[config.mk]
export PLATFORM = sky130hd
export DESIGN_NAME = disc_ctrl_flat
export DESIGN_NICKNAME = d
export VERILOG_FILES = /design/src/rtl/disc_fmt_pkg.sv /design/src/rtl/disc_link.sv /design/src/rtl/disc_ctrl.sv /design/src/flat_wrapper.sv
export SDC_FILE = /design/constraint.sdc
export NUM_CORES = 1
export LEC_CHECK = 0
export ABC_AREA = 0
export ABC_CLOCK_PERIOD_IN_PS = 12900
export BUFFER_PORTS_ARGS = -buffer_cell sky130_fd_sc_hd__buf_2
export CAP_MARGIN = 20
export CORE_MARGIN = 4
export CORE_UTILIZATION = 55
export CTS_CLUSTER_DIAMETER = 30
export DETAILED_ROUTE_END_ITERATION = 10
export PLACE_DENSITY = 0.77
export SYNTH_ARGS = -nofsm -noshare
export SYNTH_HDL_FRONTEND = slang
export SYNTH_SLANG_ARGS = --single-unit
[constraint.sdc]
create_clock -name hclk -period 12.9 [get_ports hclk]
set_input_delay 1.935 -clock hclk [delete_from_list [all_inputs] [get_ports hclk]]
set_output_delay 1.935 -clock hclk [all_outputs]
set_load 0.01 [all_outputs]
[src/rtl/disc_fmt_pkg.sv]
// Shared constants for the drive end and the controller end of the disc link.
// What this block does
// - Drive emits index and sector pulses.
// - Four switches choose sectors per track.
// - Standard choices give fixed sector byte lengths.
// - Nonstandard counts add one short sector.
// - Any fault blocks the write gate.
// - Write protect switch refuses all writing.
// - Full format syncs header and data fields.
// - Read gate drops one byte before postamble end.
// - Short format rewrites header, 39 byte overhead.
// - Full format keeps header, 70 byte overhead.
// - Identification may carry protect or defect flags.
// - Read fails after 20 retries, ten per offset.
// - Write fails after three verified attempts.
// - Track holds 10,800 unformatted byte times.
package disc_fmt_pkg;
	localparam int CLK_HZ      = 200_000_000;
	localparam int BYTE_RATE   = 648_000;
	localparam int BYTE_CYC    = CLK_HZ / BYTE_RATE;
	localparam int TRACK_BYTES = 10800;
	localparam int SW_W        = 4;
	localparam int SEC_W       = 7;
	localparam int POS_W       = 14;

	localparam logic [POS_W-1:0] SEC_LEN_TAB [16] = '{
		14'h04B0, 14'h0438, 14'h0384, 14'h02D0, 14'h0258, 14'h021C, 14'h0168, 14'h012C,
		14'h010E, 14'h00C8, 14'h00B4, 14'h0606, 14'h03D5, 14'h033E, 14'h0303, 14'h027B
	};
	localparam logic [SEC_W-1:0] SEC_CNT_TAB [16] = '{
		7'h09, 7'h0A, 7'h0C, 7'h0F, 7'h12, 7'h14, 7'h1E, 7'h24,
		7'h28, 7'h36, 7'h3C, 7'h07, 7'h0B, 7'h0D, 7'h0E, 7'h11
	};

	localparam logic [7:0]       SYNC_BYTE  = 8'h01;
	localparam logic [POS_W-1:0] PRE_LEN    = 14'h000C;
	localparam logic [POS_W-1:0] POST_LEN   = 14'h0004;
	localparam logic [POS_W-1:0] OVH_SHORT  = 14'h0027;
	localparam logic [POS_W-1:0] OVH_FULL   = 14'h0046;
	localparam logic [4:0]       RD_RETRIES = 5'h14;
	localparam logic [4:0]       RD_PER_OFF = 5'h0A;
	localparam logic [4:0]       WR_TRIES   = 5'h03;

	localparam logic [7:0] A_CTRL = 8'h00;
	localparam logic [7:0] A_TGT  = 8'h04;
	localparam logic [7:0] A_ID   = 8'h08;
	localparam logic [7:0] A_PAT  = 8'h0C;
	localparam logic [7:0] A_DLEN = 8'h10;
	localparam logic [7:0] A_SLEN = 8'h14;
	localparam logic [7:0] A_STAT = 8'h18;
	localparam logic [7:0] A_IST  = 8'h1C;
	localparam logic [7:0] A_IMSK = 8'h20;

	localparam int CTRL_GO   = 0;
	localparam int CTRL_WR   = 1;
	localparam int CTRL_FULL = 2;
	localparam int CTRL_FCLR = 3;
	localparam int IRQ_W     = 4;
	localparam int IRQ_DONE  = 0;
	localparam int IRQ_FAIL  = 1;
	localparam int IRQ_IDX   = 2;
	localparam int IRQ_REJ   = 3;

	localparam logic [POS_W-1:0] RST_DLEN = 14'h0400;
	localparam logic [POS_W-1:0] RST_SLEN = 14'h0438;
endpackage

[src/rtl/disc_link.sv]
// Link signals between the drive end and the controller end.
`timescale 1ns/100ps
interface disc_link;
	import disc_fmt_pkg::*;
	logic             byte_tick;
	logic             index;
	logic             sector;
	logic [SEC_W-1:0] sec_num;
	logic             wp;
	logic             fault;
	logic             unsafe;
	logic [7:0]       rdata;
	logic             wr_gate;
	logic             rd_gate;
	logic [7:0]       wdata;
	logic             offset;
	logic             fault_clr;

	modport drive (
		output byte_tick, index, sector, sec_num, wp, fault, unsafe, rdata,
		input  wr_gate, rd_gate, wdata, offset, fault_clr
	);
	modport ctrl (
		input  byte_tick, index, sector, sec_num, wp, fault, unsafe, rdata,
		output wr_gate, rd_gate, wdata, offset, fault_clr
	);
endinterface

[src/rtl/disc_ctrl.sv]
// Controller end: AHB-Lite registers, record formatting, retries and interrupt.
//
// Design decisions made here: register access over AHB-Lite and the register addresses.
`timescale 1ns/100ps
module disc_ctrl (
	input  wire logic        hclk,
	input  wire logic        hresetn,
	input  wire logic        hsel,
	input  wire logic [31:0] haddr,
	input  wire logic [1:0]  htrans,
	input  wire logic        hwrite,
	input  wire logic [2:0]  hsize,
	input  wire logic [31:0] hwdata,
	input  wire logic        hready,
	output logic             hreadyout,
	output logic [31:0]      hrdata,
	output logic             hresp,
	output logic             irq,
	disc_link.ctrl           link
);
	import disc_fmt_pkg::*;

	typedef enum logic [1:0] {
		ST_IDLE = 2'b00,
		ST_WAIT = 2'b01,
		ST_RUN  = 2'b10,
		ST_EVAL = 2'b11
	} cst_t;

	logic             acc, apw_r, apw_nxt, go, fclr, busy, wr_pass, ev_done, ev_fail, ev_rej;
	logic [7:0]       apa_r, apa_nxt, id_r, id_nxt, pat_r, pat_nxt;
	logic [31:0]      hrd_r, hrd_nxt;
	logic             opw_r, opw_nxt, full_r, full_nxt;
	logic [SEC_W-1:0] tgt_r, tgt_nxt, snow_r, snow_nxt;
	logic [POS_W-1:0] dlen_r, dlen_nxt, slen_r, slen_nxt, ovh;
	logic [IRQ_W-1:0] ist_r, ist_nxt, imsk_r, imsk_nxt, ev;
	cst_t             st_r, st_nxt;
	logic [POS_W-1:0] pos_r, pos_nxt, hend, eend, dbeg;
	logic             vfy_r, vfy_nxt, err_r, err_nxt, off_r, off_nxt;
	logic [4:0]       try_r, try_nxt;
	logic             wg_r, wg_nxt, rg_r, rg_nxt, c1_r, c1_nxt, c2_r, c2_nxt, idd_r;
	logic [7:0]       wd_r, wd_nxt, e1_r, e1_nxt, e2_r, e2_nxt, bv;
	logic             cv, in_w, in_r;

	// Bus slave and register file.
	always_comb begin
		acc      = hsel && hready && htrans[1];
		apw_nxt  = acc && hwrite;
		apa_nxt  = acc ? haddr[7:0] : apa_r;
		busy     = (st_r != ST_IDLE);
		hrd_nxt  = hrd_r;
		if (acc && !hwrite) begin
			case (haddr[7:0])
				A_CTRL:  hrd_nxt = {29'h0, full_r, opw_r, 1'b0};
				A_TGT:   hrd_nxt = {25'h0, tgt_r};
				A_ID:    hrd_nxt = {24'h0, id_r};
				A_PAT:   hrd_nxt = {24'h0, pat_r};
				A_DLEN:  hrd_nxt = {18'h0, dlen_r};
				A_SLEN:  hrd_nxt = {18'h0, slen_r};
				A_STAT:  hrd_nxt = {9'h0, snow_r, 3'h0, try_r, 6'h0, off_r, busy};
				A_IST:   hrd_nxt = {28'h0, ist_r};
				A_IMSK:  hrd_nxt = {28'h0, imsk_r};
				default: hrd_nxt = 32'h0000_0000;
			endcase
		end
		go       = apw_r && (apa_r == A_CTRL) && hwdata[CTRL_GO];
		fclr     = apw_r && (apa_r == A_CTRL) && hwdata[CTRL_FCLR];
		opw_nxt  = (apw_r && apa_r == A_CTRL && !busy) ? hwdata[CTRL_WR] : opw_r;
		full_nxt = (apw_r && apa_r == A_CTRL && !busy) ? hwdata[CTRL_FULL] : full_r;
		tgt_nxt  = (apw_r && apa_r == A_TGT) ? hwdata[SEC_W-1:0] : tgt_r;
		id_nxt   = (apw_r && apa_r == A_ID) ? hwdata[7:0] : id_r;
		pat_nxt  = (apw_r && apa_r == A_PAT) ? hwdata[7:0] : pat_r;
		dlen_nxt = (apw_r && apa_r == A_DLEN) ? hwdata[POS_W-1:0] : dlen_r;
		slen_nxt = (apw_r && apa_r == A_SLEN) ? hwdata[POS_W-1:0] : slen_r;
		imsk_nxt = (apw_r && apa_r == A_IMSK) ? hwdata[IRQ_W-1:0] : imsk_r;
		ev       = '0;
		ev[IRQ_DONE] = ev_done;
		ev[IRQ_FAIL] = ev_fail;
		ev[IRQ_IDX]  = link.index && !idd_r;
		ev[IRQ_REJ]  = ev_rej;
		ist_nxt  = ev | (ist_r & ~((apw_r && apa_r == A_IST) ? hwdata[IRQ_W-1:0] : 4'h0));
		snow_nxt = link.sector ? link.sec_num : snow_r;
	end

	always_ff @(posedge hclk or negedge hresetn) begin
		if (!hresetn) begin
			apw_r  <= 1'b0;
			apa_r  <= 8'h00;
			hrd_r  <= 32'h0000_0000;
			opw_r  <= 1'b0;
			full_r <= 1'b0;
			tgt_r  <= '0;
			id_r   <= 8'h00;
			pat_r  <= 8'h00;
			dlen_r <= RST_DLEN;
			slen_r <= RST_SLEN;
			imsk_r <= '0;
			ist_r  <= '0;
			snow_r <= '0;
			idd_r  <= 1'b0;
		end else begin
			apw_r  <= apw_nxt;
			apa_r  <= apa_nxt;
			hrd_r  <= hrd_nxt;
			opw_r  <= opw_nxt;
			full_r <= full_nxt;
			tgt_r  <= tgt_nxt;
			id_r   <= id_nxt;
			pat_r  <= pat_nxt;
			dlen_r <= dlen_nxt;
			slen_r <= slen_nxt;
			imsk_r <= imsk_nxt;
			ist_r  <= ist_nxt;
			snow_r <= snow_nxt;
			idd_r  <= link.index;
		end
	end

	// Record sequencer.
	always_comb begin
		wr_pass = opw_r && !vfy_r;
		ovh     = (go ? hwdata[CTRL_FULL] : full_r) ? OVH_FULL : OVH_SHORT;
		hend    = PRE_LEN + POST_LEN + 14'h0002;
		eend    = full_r ? hend + PRE_LEN + POST_LEN + dlen_r + 14'h0001 : hend + dlen_r;
		dbeg    = full_r ? hend + PRE_LEN : PRE_LEN + 14'h0001;
		bv      = 8'h00;
		cv      = 1'b0;
		if (pos_r == PRE_LEN) begin
			bv = SYNC_BYTE;
			cv = 1'b1;
		end else if (pos_r == PRE_LEN + 14'h0001) begin
			bv = id_r;
			cv = 1'b1;
		end else if (full_r && pos_r == dbeg) begin
			bv = SYNC_BYTE;
			cv = 1'b1;
		end else if (pos_r > dbeg && pos_r <= dbeg + dlen_r) begin
			bv = pat_r;
			cv = 1'b1;
		end
		in_w    = !full_r || pos_r >= hend;
		in_r    = full_r ? (pos_r < hend - 14'h0001 || (pos_r >= hend && pos_r < eend - 14'h0001))
		                 : (pos_r < eend - 14'h0001);
		st_nxt  = st_r;
		pos_nxt = pos_r;
		vfy_nxt = vfy_r;
		err_nxt = err_r;
		off_nxt = off_r;
		try_nxt = try_r;
		wg_nxt  = wg_r;
		rg_nxt  = rg_r;
		wd_nxt  = wd_r;
		e1_nxt  = e1_r;
		e2_nxt  = e2_r;
		c1_nxt  = c1_r;
		c2_nxt  = c2_r;
		ev_done = 1'b0;
		ev_fail = 1'b0;
		ev_rej  = 1'b0;
		case (st_r)
			ST_IDLE: begin
				if (go && ({1'b0, dlen_r} + {1'b0, ovh} > {1'b0, slen_r})) begin
					ev_rej = 1'b1;
				end else if (go) begin
					st_nxt  = ST_WAIT;
					vfy_nxt = 1'b0;
					err_nxt = 1'b0;
					off_nxt = 1'b0;
					try_nxt = 5'h00;
				end
			end
			ST_WAIT: begin
				if (link.byte_tick && link.sector && link.sec_num == tgt_r) begin
					st_nxt  = ST_RUN;
					pos_nxt = '0;
					err_nxt = 1'b0;
					c1_nxt  = 1'b0;
					c2_nxt  = 1'b0;
				end
			end
			ST_RUN: begin
				if (wr_pass && (link.fault || link.wp)) begin
					wg_nxt  = 1'b0;
					st_nxt  = ST_IDLE;
					ev_fail = 1'b1;
				end else if (link.byte_tick) begin
					wg_nxt  = wr_pass && in_w && pos_r != eend;
					rg_nxt  = !wr_pass && in_r && pos_r != eend;
					wd_nxt  = (wr_pass && in_w) ? bv : 8'h00;
					e1_nxt  = bv;
					c1_nxt  = !wr_pass && cv && in_r;
					e2_nxt  = e1_r;
					c2_nxt  = c1_r;
					err_nxt = err_r || (c2_r && link.rdata != e2_r);
					pos_nxt = pos_r + 14'h0001;
					if (pos_r == eend) begin
						st_nxt = ST_EVAL;
					end
				end
			end
			ST_EVAL: begin
				st_nxt  = ST_WAIT;
				err_nxt = 1'b0;
				if (wr_pass) begin
					vfy_nxt = 1'b1;
				end else if (!err_r) begin
					st_nxt  = ST_IDLE;
					ev_done = 1'b1;
				end else if (opw_r) begin
					vfy_nxt = 1'b0;
					try_nxt = try_r + 5'h01;
					if (try_r == WR_TRIES - 5'h01) begin
						st_nxt  = ST_IDLE;
						ev_fail = 1'b1;
					end
				end else if (try_r == RD_RETRIES) begin
					st_nxt  = ST_IDLE;
					ev_fail = 1'b1;
				end else begin
					try_nxt = try_r + 5'h01;
					off_nxt = off_r || (try_r == RD_PER_OFF);
				end
			end
			default: st_nxt = ST_IDLE;
		endcase
	end

	always_ff @(posedge hclk or negedge hresetn) begin
		if (!hresetn) begin
			st_r  <= ST_IDLE;
			pos_r <= '0;
			vfy_r <= 1'b0;
			err_r <= 1'b0;
			off_r <= 1'b0;
			try_r <= 5'h00;
			wg_r  <= 1'b0;
			rg_r  <= 1'b0;
			wd_r  <= 8'h00;
			e1_r  <= 8'h00;
			e2_r  <= 8'h00;
			c1_r  <= 1'b0;
			c2_r  <= 1'b0;
		end else begin
			st_r  <= st_nxt;
			pos_r <= pos_nxt;
			vfy_r <= vfy_nxt;
			err_r <= err_nxt;
			off_r <= off_nxt;
			try_r <= try_nxt;
			wg_r  <= wg_nxt;
			rg_r  <= rg_nxt;
			wd_r  <= wd_nxt;
			e1_r  <= e1_nxt;
			e2_r  <= e2_nxt;
			c1_r  <= c1_nxt;
			c2_r  <= c2_nxt;
		end
	end

	assign hreadyout      = 1'b1;
	assign hresp          = 1'b0;
	assign hrdata         = hrd_r;
	assign irq            = |(ist_r & imsk_r);
	assign link.wr_gate   = wg_r;
	assign link.rd_gate   = rg_r;
	assign link.wdata     = wd_r;
	assign link.offset    = off_r;
	assign link.fault_clr = fclr;
endmodule

[src/flat_wrapper.sv]
// flat-port wrapper written by rule: the top's interface ports become plain ports
module disc_ctrl_flat import disc_fmt_pkg::*;
  (hclk, hresetn, hsel, haddr, htrans, hwrite, hsize, hwdata, hready, hreadyout, hrdata, hresp, irq, link_byte_tick, link_index, link_sector, link_sec_num, link_wp, link_fault, link_unsafe, link_rdata, link_wr_gate, link_rd_gate, link_wdata, link_offset, link_fault_clr);
  disc_link link_i ();
  input  wire logic hclk;
  input  wire logic hresetn;
  input  wire logic hsel;
  input  wire logic [31:0] haddr;
  input  wire logic [1:0] htrans;
  input  wire logic hwrite;
  input  wire logic [2:0] hsize;
  input  wire logic [31:0] hwdata;
  input  wire logic hready;
  output logic hreadyout;
  output logic [31:0] hrdata;
  output logic hresp;
  output logic irq;
  input wire logic [$bits(link_i.byte_tick)-1:0] link_byte_tick;
  input wire logic [$bits(link_i.index)-1:0] link_index;
  input wire logic [$bits(link_i.sector)-1:0] link_sector;
  input wire logic [$bits(link_i.sec_num)-1:0] link_sec_num;
  input wire logic [$bits(link_i.wp)-1:0] link_wp;
  input wire logic [$bits(link_i.fault)-1:0] link_fault;
  input wire logic [$bits(link_i.unsafe)-1:0] link_unsafe;
  input wire logic [$bits(link_i.rdata)-1:0] link_rdata;
  output wire logic [$bits(link_i.wr_gate)-1:0] link_wr_gate;
  output wire logic [$bits(link_i.rd_gate)-1:0] link_rd_gate;
  output wire logic [$bits(link_i.wdata)-1:0] link_wdata;
  output wire logic [$bits(link_i.offset)-1:0] link_offset;
  output wire logic [$bits(link_i.fault_clr)-1:0] link_fault_clr;
  assign link_i.byte_tick = link_byte_tick;
  assign link_i.index = link_index;
  assign link_i.sector = link_sector;
  assign link_i.sec_num = link_sec_num;
  assign link_i.wp = link_wp;
  assign link_i.fault = link_fault;
  assign link_i.unsafe = link_unsafe;
  assign link_i.rdata = link_rdata;
  assign link_wr_gate = link_i.wr_gate;
  assign link_rd_gate = link_i.rd_gate;
  assign link_wdata = link_i.wdata;
  assign link_offset = link_i.offset;
  assign link_fault_clr = link_i.fault_clr;
  disc_ctrl u_core (.hclk(hclk), .hresetn(hresetn), .hsel(hsel), .haddr(haddr), .htrans(htrans), .hwrite(hwrite), .hsize(hsize), .hwdata(hwdata), .hready(hready), .hreadyout(hreadyout), .hrdata(hrdata), .hresp(hresp), .irq(irq), .link(link_i));
endmodule
==> results_dict.tcl <==
set metrics [dict create \
    hold_buffers 0 \
    final_cell_mix "146 x dfrtp_1, 85 x nand2_1, 80 x buf_2" \
    clock_latency_ns 0.44 \
    track_usage_pct 25.10 \
    use_met3_pct 5.495 \
    vdd_drop_max_mv 0.1113 \
    cts_buffer_depth 2 \
    synthMuxAreaShare_pct 9.845 \
    cp_common_cell "ha_1" \
    num_antenna_cells 0 \
    slew_headroom_pct 34.03 \
    p_per_area_nw_per_um2 127.2 \
    post_cts_buffers 0 \
    synth.avg_cell_area_um2 9.927 \
    grt_max_degree 87 \
    dr.pass1.iters 6 \
    gp_congestion 0.9249 \
    dr_total_vias 7798 \
    synth-seq-cells 151 \
    yosysWarnings 0 \
    synth.distinct_cells 76 \
    slowest_delay_ns 0.77 \
    synthArstFlopShare_pct 100.0 \
    slew_viol_final 0 \
    cts_made_buffers 17 \
    startpoint_type "input port" \
    syn2layout_area_growth_pct 11.17 \
    h-tree-depth 4 \
    tns_ns 0 \
    synth_top_family_by_area "compound AO/OA/AOI/OAI gates" \
    mostFrequentLayoutCell "dfrtp_1" \
    synthCells 982 \
    netlist_area_um2 9748 \
    hold_class "reg -> reg" \
    cpLargestDelayFamily "compound AO/OA/AOI/OAI gates" \
    crit_buf_inv 3 \
    cap_viol_max_count 0 \
    synthFlopType "dfrtp_1" \
    die_w_um 141.1 \
    cts_tree "yes" \
    cp.arrival_ns 7.25 \
    fin_util_pct 62.44 \
    critPathMaxFanout 7 \
    yosysSeqAreaShare_pct 38.83 \
    cts-root-buf "clkbuf_16" \
    critical-path-slowest-cell "o41ai_1" \
    chipHeight_um 141.1 \
    tightest_slew_ns 0.9860 \
    post_drt_wl_per_cell_um 19.04 \
    crit_required_ns 13.25 \
    drt-total-wl_mm 24.42 \
    die_area_um2 19920 \
    status "finished, final reports clean" \
    grt_pass1_vias 7877 \
    clk_pin_slew_ns 0.06 \
    drtIter0Drc 735 \
    cp_cell_sequence "buf_2 -> inv_1 -> o41ai_1 -> and2_1 -> ha_1 -> inv_1 -> ha_1 -> a21oi_1 -> a31oi_1 -> a21oi_1 -> nor2b_1 -> xor2_1 -> ha_1 -> a21o_1 -> a21o_1 -> a2111oi_0 -> a221oi_1 -> a311oi_2 -> o21ai_2 -> or2_4 -> o31ai_2" \
    fin_worst_skew_ns 0.009202 \
    numPortBuffers 81 \
    synth_xor_area_share_pct 8.112 \
    synthSimpleGateAreaFrac_pct 14.20 \
    antenna_found_initial 0 \
    drc 0 \
    grt_use_met1_pct 32.12 \
    filler_cell_count 1395 \
    initial_core_util_pct 56.16 \
    synth_edf_count 0 \
    cts.sink_count 151 \
    grt_first_pass_wirelength_mm 39.89 \
    end_kind "flip-flop" \
    dp_hpwl_mm 18.29 \
    multiInputGateArea_um2 5575 \
    setup_viol 0 \
    seq_area_um2 3785 \
    top_usage_layer "met2" \
    synth-compound-area-share_pct 15.40 \
    overflow 0 \
    fmaxAchievable_mhz 144.9 \
    via_per_inst 6.078 \
    rows 48 \
    hold_viol 0 \
    ant_nets 0 \
    nets 1209 \
    power.leakage_nw 5.140 \
    synth_fa_ha_area_share_pct 9.139 \
    rsz0062_at_grt "no" \
    crit_type "in -> reg" \
    fp.coreArea_um2 17360 \
    drive_gt1_share_pct 20.60 \
    ioPinCount 142 \
    cts_resized 0 \
    grtUsageMet2_pct 40.33 \
    fin_crit_sh_pct 53.49 \
    finalCriticalPeriod_ns 6.900 \
]
[worst register-to-register path: cells and delay by family (launching register included)]
kind	cells	cell delay, ns
buffers and inverters	1	0.05
DFF	1	0.43
AOI/OAI and AO/OA	11	3.22
xor gates and xnor gates	1	0.17
adders and majority gates	3	0.67
and+or+nand+nor	4	1.40
[logic make-up (layout without fill, tap and decap cells)]
family          count (synthesis)  in the layout
compound gates                212            212
flops                         151            151
simple gates                  277            277
other cells                     2             13
mux                            86             86
buf+inv                        99            164
xor+xnor                       84             84
fa+ha+maj                      71             71
[state kept, by name (all words and copies together), names as in the netlist, 14 cells and up]
name / flops
u_core.dlen_r: 14
u_core.hrdata: 21
u_core.pos_r: 14
u_core.slen_r: 14
[path summary, 6_finish.rpt]
check	from	endpoint	slack [ns]	depth (start not counted)
worst max-delay path	hwdata[0]	u_core.try_r[3]$_DFFE_PN0P_	6.00	21
worst max register to register	u_core.apa_r[1]$_DFFE_PN0P_	u_core.try_r[3]$_DFFE_PN0P_	6.88	20
worst min-delay path	u_core.idd_r$_DFF_PN0_	u_core.ist_r[2]$_DFF_PN0_	0.42	1
min in group asynchronous	hresetn	u_core.hrdata[19]$_DFFE_PN0P_	1.55	1
worst min register to register	u_core.idd_r$_DFF_PN0_	u_core.ist_r[2]$_DFF_PN0_	0.42	1
max in group asynchronous	hresetn	u_core.pos_r[7]$_DFFE_PN0P_	10.00	2
[synthesized netlist by cell type (3+ instances only)]
cell | instances | share of area [%]
a21oi_1 | 35 | 1.8
a31oi_1 | 6 | 0.39
nand2b_1 | 9 | 0.58
a222oi_1 | 8 | 0.82
nor2b_1 | 9 | 0.58
a21o_1 | 22 | 1.7
inv_1 | 46 | 1.8
buf_2 | 7 | 0.36
clkbuf_1 | 32 | 1.2
a22oi_1 | 12 | 0.92
nand3_1 | 28 | 1.4
o21ai_0 | 48 | 2.5
nor3b_1 | 3 | 0.23
and3_1 | 13 | 0.83
mux2i_1 | 7 | 0.72
xor2_1 | 42 | 3.8
o41ai_1 | 3 | 0.27
o21ai_1 | 9 | 0.46
nor4_1 | 10 | 0.64
nor3_1 | 13 | 0.67
or3_1 | 11 | 0.71
nor2_1 | 52 | 2.0
buf_4 | 13 | 1.0
a221oi_1 | 8 | 0.72
dfstp_2 | 5 | 1.3
dfrtp_1 | 146 | 37
nand2_1 | 85 | 3.3
a211oi_1 | 5 | 0.39
ha_1 | 68 | 8.7
or2_2 | 5 | 0.32
xnor3_1 | 4 | 0.92
nand4b_1 | 3 | 0.27
nand4_1 | 20 | 1.3
mux2_2 | 79 | 9.1
and2_1 | 5 | 0.32
xnor2_1 | 38 | 3.4
a32o_1 | 3 | 0.31
a22o_1 | 17 | 1.5
[through the flow]
stage                     total power, mW  cell area (um^2)  cells  setup WS, ns  hold slack [ns]
after global placement             0.8848             10260   1251         5.702           0.4066
after CTS                           1.382             10840   1283         6.070           0.4187
after global routing                1.454             10840   1283         5.564           0.4275
after detailed placement           0.8952             10260   1251         5.627           0.4094
final                               1.378             10840   1283         6.000           0.4174
after floorplan                    0.7995              9789    993         6.558           0.3996
[metal layers]
metal / routed length (um) / up-vias
met5: 0 / -
met4: 971 / 0
met2: 11370 / 246
met3: 1390 / 68
li1: - / 3679
met1: 10690 / 3805
[where the power goes]
group          total (mW)  internal [mW]  switching, mW
Clock               0.487          0.271          0.216
Sequential          0.562          0.508         0.0537
Combinational       0.330          0.136          0.194
[area by class of cell]
type | count | area share [%]
clock inverter | 14 | 1.328
multi-input combinational | 743 | 51.45
tap | 225 | 2.598
sequential | 151 | 34.93
inverter | 46 | 1.593
timing repair buffer | 86 | 4.145
clock buffer | 18 | 3.960
No activity file was read; power rests on OpenSTA's default activity.
